--- src/dsmd_regs.vh ---
// address map constants for the data space memory decoder
`ifndef DSMD_REGS_VH
`define DSMD_REGS_VH
`define DSMD_IO_BASE 24'h000000
`define DSMD_IO_LAST 24'h000fff
`define DSMD_EE_BASE 24'h001000
`define DSMD_EE_MAX_LAST 24'h0017ff
`define DSMD_SRAM_BASE 24'h002000
`define DSMD_EXT_LAST 24'hffffff
`define DSMD_DIRECT_IO_LAST 24'h00003f
`define DSMD_BIT_IO_LAST 24'h00001f
`define DSMD_TGT_IO 3'h0
`define DSMD_TGT_EE 3'h1
`define DSMD_TGT_SRAM 3'h2
`define DSMD_TGT_EXT 3'h3
`define DSMD_TGT_HOLE 3'h4
`define DSMD_OP_NONE 3'h0
`define DSMD_OP_LOAD 3'h1
`define DSMD_OP_STORE 3'h2
`define DSMD_OP_BITSET 3'h3
`define DSMD_OP_BITCLR 3'h4
`define DSMD_OP_SKIPSET 3'h5
`define DSMD_OP_SKIPCLR 3'h6
`define DSMD_LOCK_NONE 2'h0
`define DSMD_LOCK_WR 2'h1
`define DSMD_LOCK_RW 2'h2
`endif

--- src/dsmd_decoder.v ---
// data space memory decoder top
`include "dsmd_regs.vh"
// Summary of operation
// - data addresses 0 to fff select the i/o register bus for loads and stores.
// - a mapped eeprom sits from 1000 upward, ending at 17ff at the most, sized by a parameter.
// - sram starts at 2000 and external memory fills everything above sram up to ffffff.
// - addresses between the end of eeprom and 2000 hit no storage and are flagged as a hole.
// - every space is decoded from a plain linear address with no bank or page select.
// - direct i/o ops reach i/o addresses 0 to 3f only.
// - i/o addresses 0 to 1f accept bit set, bit clear and skip-on-bit tests.
// - eeprom accesses may be single bytes or whole pages.
// - each flash address selects one 16-bit word.
// - a flash store only takes effect when issued from the boot section.
// - lock settings block writes, or reads and writes, to a flash section.
// - dma may read eeprom but never write it and never reach flash.
// - the dma shares the cpu data bus through deterministic arbitration.
// - i/o, eeprom, sram and external memory each have their own select and arbiter but share one address, op and data bus.
module dsmd_decoder #(
  parameter EE_SIZE = 24'h000800,
  parameter SRAM_SIZE = 24'h001000,
  parameter EE_PAGE = 6'h20,
  parameter FLASH_AW = 17,
  parameter BOOT_BASE = 17'h10000
) (
  input wire sys_clk,
  input wire resetn,
  input wire cpuValid,
  input wire [23:0] cpuAddr,
  input wire [2:0] cpuOp,
  input wire [2:0] cpuBit,
  input wire cpuDirect,
  input wire cpuPage,
  input wire [7:0] cpuWdata,
  input wire dmaValid,
  input wire [23:0] dmaAddr,
  input wire dmaWrite,
  input wire [7:0] dmaWdata,
  input wire flashValid,
  input wire flashDma,
  input wire flashWrite,
  input wire [FLASH_AW-1:0] flashAddr,
  input wire [FLASH_AW-1:0] flashPc,
  input wire [15:0] flashWdata,
  input wire [1:0] appLock,
  input wire [1:0] bootLock,
  output reg [3:0] busSel,
  output reg [23:0] busAddr,
  output reg [2:0] busOp,
  output reg [7:0] busBitMask,
  output reg busPage,
  output reg [7:0] busWdata,
  output reg busFromDma,
  output reg cpuStall,
  output reg dmaStall,
  output reg accessError,
  output reg flashGo,
  output reg flashWr,
  output reg [FLASH_AW-1:0] flashWordAddr,
  output reg [15:0] flashData,
  output reg flashBlocked
);
  // -------------------------------------------------------
  // window limits
  // -------------------------------------------------------
  localparam [23:0] EE_CAP = `DSMD_EE_MAX_LAST + 24'h000001;
  localparam [23:0] EE_END = (`DSMD_EE_BASE + EE_SIZE > EE_CAP) ? EE_CAP : `DSMD_EE_BASE + EE_SIZE;
  localparam [23:0] SRAM_END = `DSMD_SRAM_BASE + SRAM_SIZE;
  // -------------------------------------------------------
  // decode helpers
  // -------------------------------------------------------
  function [2:0] dsmdTarget;
    input [23:0] a;
    begin
      if (a <= `DSMD_IO_LAST)
        dsmdTarget = `DSMD_TGT_IO;
      else if (a < EE_END)
        dsmdTarget = `DSMD_TGT_EE;
      else if (a < `DSMD_SRAM_BASE)
        dsmdTarget = `DSMD_TGT_HOLE;
      else if (a < SRAM_END)
        dsmdTarget = `DSMD_TGT_SRAM;
      else
        dsmdTarget = `DSMD_TGT_EXT;
    end
  endfunction
  function isWriteOp;
    input [2:0] op;
    begin
      isWriteOp = (op == `DSMD_OP_STORE) | (op == `DSMD_OP_BITSET) | (op == `DSMD_OP_BITCLR);
    end
  endfunction
  function [3:0] tgtOneHot;
    input [2:0] t;
    begin
      case (t)
        `DSMD_TGT_IO: tgtOneHot = 4'h1;
        `DSMD_TGT_EE: tgtOneHot = 4'h2;
        `DSMD_TGT_SRAM: tgtOneHot = 4'h4;
        `DSMD_TGT_EXT: tgtOneHot = 4'h8;
        default: tgtOneHot = 4'h0;
      endcase
    end
  endfunction
  wire [2:0] cpuTgt = dsmdTarget(cpuAddr);
  wire [2:0] dmaTgt = dsmdTarget(dmaAddr);
  wire [3:0] cpuHot = tgtOneHot(cpuTgt);
  wire [3:0] dmaHot = tgtOneHot(dmaTgt);
  wire isBitOp = (cpuOp >= `DSMD_OP_BITSET) && (cpuOp <= `DSMD_OP_SKIPCLR);
  // -------------------------------------------------------
  // cpu access legality
  // -------------------------------------------------------
  wire cpuBitBad = isBitOp & (cpuAddr > `DSMD_BIT_IO_LAST);
  wire cpuDirBad = cpuDirect & (cpuAddr > `DSMD_DIRECT_IO_LAST);
  wire cpuHole = cpuTgt == `DSMD_TGT_HOLE;
  wire cpuPageBad = cpuPage & (cpuTgt != `DSMD_TGT_EE);
  wire cpuBad = cpuValid & (cpuOp != `DSMD_OP_NONE) & (cpuBitBad | cpuDirBad | cpuHole | cpuPageBad);
  wire cpuLive = cpuValid & (cpuOp != `DSMD_OP_NONE) & ~cpuBad;
  // -------------------------------------------------------
  // dma access legality
  // -------------------------------------------------------
  wire dmaEeWr = dmaWrite & (dmaTgt == `DSMD_TGT_EE);
  wire dmaBad = dmaValid & (dmaEeWr | (dmaTgt == `DSMD_TGT_HOLE));
  wire dmaLive = dmaValid & ~dmaBad;
  // -------------------------------------------------------
  // per-bus arbitration
  // -------------------------------------------------------
  wire [3:0] cpuGnt;
  wire [3:0] dmaGnt;
  genvar g;
  generate
    for (g = 0; g < 4; g = g + 1) begin : gArb
      dsmd_arb uArb (
        .sys_clk(sys_clk),
        .resetn(resetn),
        .cpuReq(cpuLive & cpuHot[g]),
        .dmaReq(dmaLive & dmaHot[g]),
        .cpuGnt(cpuGnt[g]),
        .dmaGnt(dmaGnt[g])
      );
    end
  endgenerate
  wire cpuWon = |cpuGnt;
  wire dmaWon = |dmaGnt;
  // -------------------------------------------------------
  // flash word path, boot-only store and locks
  // -------------------------------------------------------
  wire inBootPc = flashPc >= BOOT_BASE;
  wire inBootAddr = flashAddr >= BOOT_BASE;
  wire [1:0] lockSel = inBootAddr ? bootLock : appLock;
  wire lockHit = flashWrite ? (lockSel != `DSMD_LOCK_NONE) : (lockSel == `DSMD_LOCK_RW);
  wire spmBad = flashWrite & ~inBootPc;
  wire flashBad = flashValid & (flashDma | spmBad | lockHit);
  // -------------------------------------------------------
  // registered outputs
  // -------------------------------------------------------
  always @(posedge sys_clk or negedge resetn) begin
    if (!resetn) begin
      busSel <= 4'h0;
      busAddr <= 24'h000000;
      busOp <= `DSMD_OP_NONE;
      busBitMask <= 8'h00;
      busPage <= 1'b0;
      busWdata <= 8'h00;
      busFromDma <= 1'b0;
    end else begin
      // the cpu bus lane wins the shared output when both get separate buses
      busSel <= cpuGnt | dmaGnt;
      busFromDma <= dmaWon & ~cpuWon;
      if (cpuWon) begin
        busAddr <= cpuAddr;
        busOp <= cpuOp;
        busBitMask <= isBitOp ? (8'h01 << cpuBit) : 8'h00;
        busPage <= cpuPage;
        busWdata <= cpuWdata;
      end else if (dmaWon) begin
        busAddr <= dmaAddr;
        busOp <= dmaWrite ? `DSMD_OP_STORE : `DSMD_OP_LOAD;
        busBitMask <= 8'h00;
        busPage <= 1'b0;
        busWdata <= dmaWdata;
      end else begin
        busOp <= `DSMD_OP_NONE;
        busBitMask <= 8'h00;
        busPage <= 1'b0;
      end
    end
  end
  // -------------------------------------------------------
  // registered stall and error outputs
  // -------------------------------------------------------
  always @(posedge sys_clk or negedge resetn) begin
    if (!resetn) begin
      cpuStall <= 1'b0;
      dmaStall <= 1'b0;
      accessError <= 1'b0;
    end else begin
      // dma also stalls while the cpu holds the shared lanes
      cpuStall <= cpuLive & ~cpuWon;
      dmaStall <= dmaLive & (~dmaWon | cpuWon);
      accessError <= cpuBad | dmaBad;
    end
  end
  // -------------------------------------------------------
  // registered flash word outputs
  // -------------------------------------------------------
  always @(posedge sys_clk or negedge resetn) begin
    if (!resetn) begin
      flashGo <= 1'b0;
      flashWr <= 1'b0;
      flashWordAddr <= {FLASH_AW{1'b0}};
      flashData <= 16'h0000;
      flashBlocked <= 1'b0;
    end else begin
      flashGo <= flashValid & ~flashBad;
      flashWr <= flashValid & ~flashBad & flashWrite;
      flashWordAddr <= flashAddr;
      flashData <= flashWdata;
      flashBlocked <= flashBad;
    end
  end
endmodule // dsmd_decoder

--- src/dsmd_arb.v ---
// round-robin two-master arbiter for one target bus
module dsmd_arb (
  input wire sys_clk,
  input wire resetn,
  input wire cpuReq,
  input wire dmaReq,
  output wire cpuGnt,
  output wire dmaGnt
);
  reg lastDma_q;
  wire lastDma_d;
  // -------------------------------------------------------
  // grant: dma wins unless it won the previous contended cycle
  // -------------------------------------------------------
  assign dmaGnt = dmaReq & (~cpuReq | ~lastDma_q);
  assign cpuGnt = cpuReq & ~dmaGnt;
  assign lastDma_d = (cpuReq & dmaReq) ? dmaGnt : lastDma_q;
  always @(posedge sys_clk or negedge resetn) begin
    if (!resetn) begin
      lastDma_q <= 1'b0;
    end else begin
      lastDma_q <= lastDma_d;
    end
  end
endmodule // dsmd_arb

--- config.mk ---
export PLATFORM = sky130hd
export DESIGN_NAME = dsmd_decoder
export DESIGN_NICKNAME = d
export VERILOG_FILES = /design/src/dsmd_decoder.v /design/src/dsmd_arb.v
export VERILOG_INCLUDE_DIRS = /design/src
export SDC_FILE = /design/constraint.sdc
export NUM_CORES = 1
export LEC_CHECK = 0
export ABC_AREA = 1
export BUFFER_PORTS_ARGS = -buffer_cell sky130_fd_sc_hd__buf_4
export CAP_MARGIN = 20
export CORE_AREA = 2 2 102 104
export CTS_BUF_LIST = sky130_fd_sc_hd__clkbuf_4 sky130_fd_sc_hd__clkbuf_8 sky130_fd_sc_hd__clkbuf_16
export CTS_CLUSTER_DIAMETER = 80
export DETAILED_ROUTE_END_ITERATION = 8
export DIE_AREA = 0 0 104 106
export PLACE_DENSITY = 0.8
export SETUP_SLACK_MARGIN = 0.05
export SYNTH_ARGS = -nofsm -noshare
export SYNTH_HDL_FRONTEND = slang
export SYNTH_SLANG_ARGS = --single-unit
--- constraint.sdc ---
create_clock -name sys_clk -period 1.7 [get_ports sys_clk]
set_clock_uncertainty 0.2 [all_clocks]
set_input_delay 0.255 -clock sys_clk [delete_from_list [all_inputs] [get_ports sys_clk]]
set_output_delay 0.255 -clock sys_clk [all_outputs]
set_load 0.01 [all_outputs]
==> results.sh <==
export IMPL_drive_gt1_frac=0.616
export IMPL_pwr_share_clk=0.305
export IMPL_final_net_count=923
export IMPL_grt_pass1_vias=5019
export IMPL_r2r_setup_slack_ns=-0.19
export IMPL_grt_ovfl_total=0
export IMPL_finalHoldViolations=0
export IMPL_post_route_period_util=1.32
export IMPL_switching_share=0.312
export IMPL_maxCapViolations=0
export IMPL_wl_um=20900
export IMPL_drc=0
export IMPL_tns_ns=-22.33
export IMPL_syn_to_final_growth_pct=93.9
export IMPL_worstPathMaxFanout=8
export IMPL_fin_cells=930
export IMPL_fin_crit_ns=2.24
export IMPL_grt_setup_unrepaired="true"
export IMPL_syn_avg_cell_area_sq_um=10.7
export IMPL_internal_power_mw=3.81
export IMPL_p_total_mw=5.53
export IMPL_cts_buffers=9
export IMPL_cts_tree="yes"
export IMPL_combPwrFrac=0.256
export IMPL_drt_iter0_drc=290
export IMPL_finalHoldWorstSlack_ns=0.0222
export IMPL_worstPathArrival_ns=2.32
export IMPL_syn_area_sq_um=4420
export IMPL_cp_data_required_time_ns=1.77
export IMPL_htreeDepth=3
export IMPL_design_area_sq_um=8570
export IMPL_initial_utilization=0.442
export IMPL_cts_path_max_buffers=2
export IMPL_fmax_ghz=0.446
export IMPL_post_drt_wl_per_cell_um=22.5
export IMPL_peakVddDrop_mv=0.494
export IMPL_first_pass_iters=5
export IMPL_clock_sinks=92
export IMPL_setup_viol=51
export IMPL_path_clk_slew_ns=0.10
export IMPL_critPathKind="in -> reg"
export IMPL_p_per_area_nw_per_um2=646
export IMPL_diodes=0
export IMPL_numPlacedInstances=794
export IMPL_fin_util=0.857
export IMPL_vias=5001
export IMPL_hold_path_class="in -> reg"
export IMPL_antenna_found_initial=0
export IMPL_insertion_delay_ns=0.37
export IMPL_worstSetupStartpointType="input port"
export IMPL_status="finished, violations left"
export IMPL_end_kind="flop"
export IMPL_dpl_hpwl_um=10200
export IMPL_synth_seq_cells=92
export IMPL_cts_root_buf="clkbuf_8"
export IMPL_drtAntennaViolNets=0
export IMPL_ys_seq_area_frac=0.521
export IMPL_dp_slack_ns=-0.709
export IMPL_grt_pass1_wl_um=26200
export IMPL_chipHeight_um=106
export IMPL_switching_power_mw=1.73
export IMPL_core_area_sq_um=10000
export IMPL_die_area_sq_um=11000
export IMPL_synth_warning_count=0
export IMPL_track_usage=0.307
export IMPL_synth_cells=412
export IMPL_viasPerCell=5.38
export IMPL_die_x_um=104
export IMPL_synth_edf_count=0
export IMPL_power_frac_seq=0.440
export IMPL_drv_slew=0
export IMPL_slew_headroom=0.659
export IMPL_placed_cell_area_sq_um=6670
export IMPL_syn_nets=546
export IMPL_num_rows=37
export IMPL_worstMarginPinSlew_ns=0.512
export IMPL_grt_max_degree=93
export IMPL_p_leak_nw=4.20
export IMPL_synthDistinctLibCells=33
export IMPL_ioPinCount=222
export IMPL_synthFlopType="dfrtp_1"
export IMPL_setup_ws_ns=-0.544
export IMPL_async_reset_ff_frac=1.00
export IMPL_violations="negative setup slack"
export IMPL_gp_congestion=0.877
export IMPL_port_buffers=205
==> worst paths after layout <==
path                                        startpoint                to  cells after the start
worst min register to register             busWdata[7]       busWdata[7]                      2
worst max-delay path                        cpuAddr[9]          busOp[1]                     18
max in group asynchronous                       resetn        busAddr[4]                      3
worst max register to register  gArb[1].uArb.lastDma_q        busAddr[0]                      7
min in group asynchronous                       resetn  flashWordAddr[0]                      3
worst min-delay path                       cpuAddr[16]       busAddr[16]                      4
==> per-layer routing <==
| metal | part of all wire | global-route usage | vias to the layer above |
|---|---|---|---|
| met5 | 0 | 0 | - |
| met4 | 0.068 | 0.135 | 0 |
| met3 | 0.064 | 0.0619 | 113 |
| met2 | 0.54 | 0.591 | 327 |
| met1 | 0.33 | 0.322 | 2434 |
| li1 | - | - | 2127 |
==> logic make-up after synthesis <==
group	count (synthesis)	share of synthesized area
mux	2	0.00481
flops	92	0.521
compound gates	21	0.0323
simple gates	244	0.368
buf+inv	53	0.0739
==> flip-flops by register name, indices dropped and copies added, names as in the netlist <==
signal,flops
busSel,4
busWdata,8
busOp,3
flashBlocked,1
flashGo,1
busFromDma,1
busPage,1
gArb.uArb.lastDma_q,4
cpuStall,1
flashWordAddr,17
busAddr,24
accessError,1
flashWr,1
busBitMask,8
flashData,16
dmaStall,1
==> cells in the final DEF (no fill, tap or decap), types with 14 or more instances in the layout <==
cell and n:
buf_4 258, dfrtp_1 92, dlygate4sd3_1 92, inv_1 21
nand2_1 53, nand2_2 14, nand3_1 15, nand3_2 90
nor2_4 16
==> worst max-delay path, cell delays in order <==
cell     delay [ns]
buf_4          0.13
nor2_4         0.09
nand2_1        0.09
nor2_1         0.14
nand2_1        0.10
inv_2          0.09
nand2_2        0.07
nand2_4        0.09
nand3_4        0.10
nor2_8         0.23
nand3_4        0.13
nand2_4        0.11
nand2_8        0.08
nor2_8         0.25
buf_6          0.16
nor2_4         0.05
nand2_2        0.07
nand2_1        0.05
==> power groups by stage <==
| stage | clock (mW) | combinational [mW] | sequential (mW) |
|---|---|---|---|
| 2_1_floorplan | 0 | 0.323 | 2.51 |
| 3_3_place_gp | 0 | 1.02 | 2.44 |
| 3_5_place_dp | 0 | 1.05 | 2.45 |
| 4_1_cts | 1.61 | 1.26 | 2.41 |
| 5_1_grt | 1.77 | 1.48 | 2.44 |
| 6_report | 1.69 | 1.42 | 2.43 |
==> Yosys cell counts, types with 2 or more instances <==
cell	n	area [sq um]
dfrtp_1	92	2300
nand3_2	82	821
nand2_1	65	244
nand3_1	33	165
nor2_1	27	101
inv_1	26	97.6
o21ai_0	11	55.1
inv_2	10	37.5
nor3_1	10	50.1
buf_6	9	101
nand2_2	7	43.8
nor2_2	4	25.0
buf_12	3	60.1
buf_2	3	15.0
nand2_4	3	33.8
o211ai_2	3	37.5
buf_4	2	15.0
nand4_1	2	12.5
nand4_2	2	25.0
nor2_4	2	22.5
nor2_8	2	40.0
o21ai_1	2	10.0
or2_1	2	12.5
==> layout make-up <==
cell class / instances / area [sq um]
Inverter: 36 / 163
Multi-Input combinational cell: 268 / 2300
Tap cell: 136 / 170
Clock buffer: 9 / 124
Sequential cell: 92 / 2300
Clock inverter: 7 / 91.3
Timing Repair Buffer: 382 / 3420
Fill cell: 480 / 1430
==> repair_timing <==
action	CTS	global route
hold buffers	92	0
pin swaps	13	27
hold endpoints to repair	164	0
endpoints found under the setup margin	47	52
gates cloned	2	8
gates resized for setup	28	64
setup buffers	10	10
Note: power is estimated with default switching activity, not from simulation.
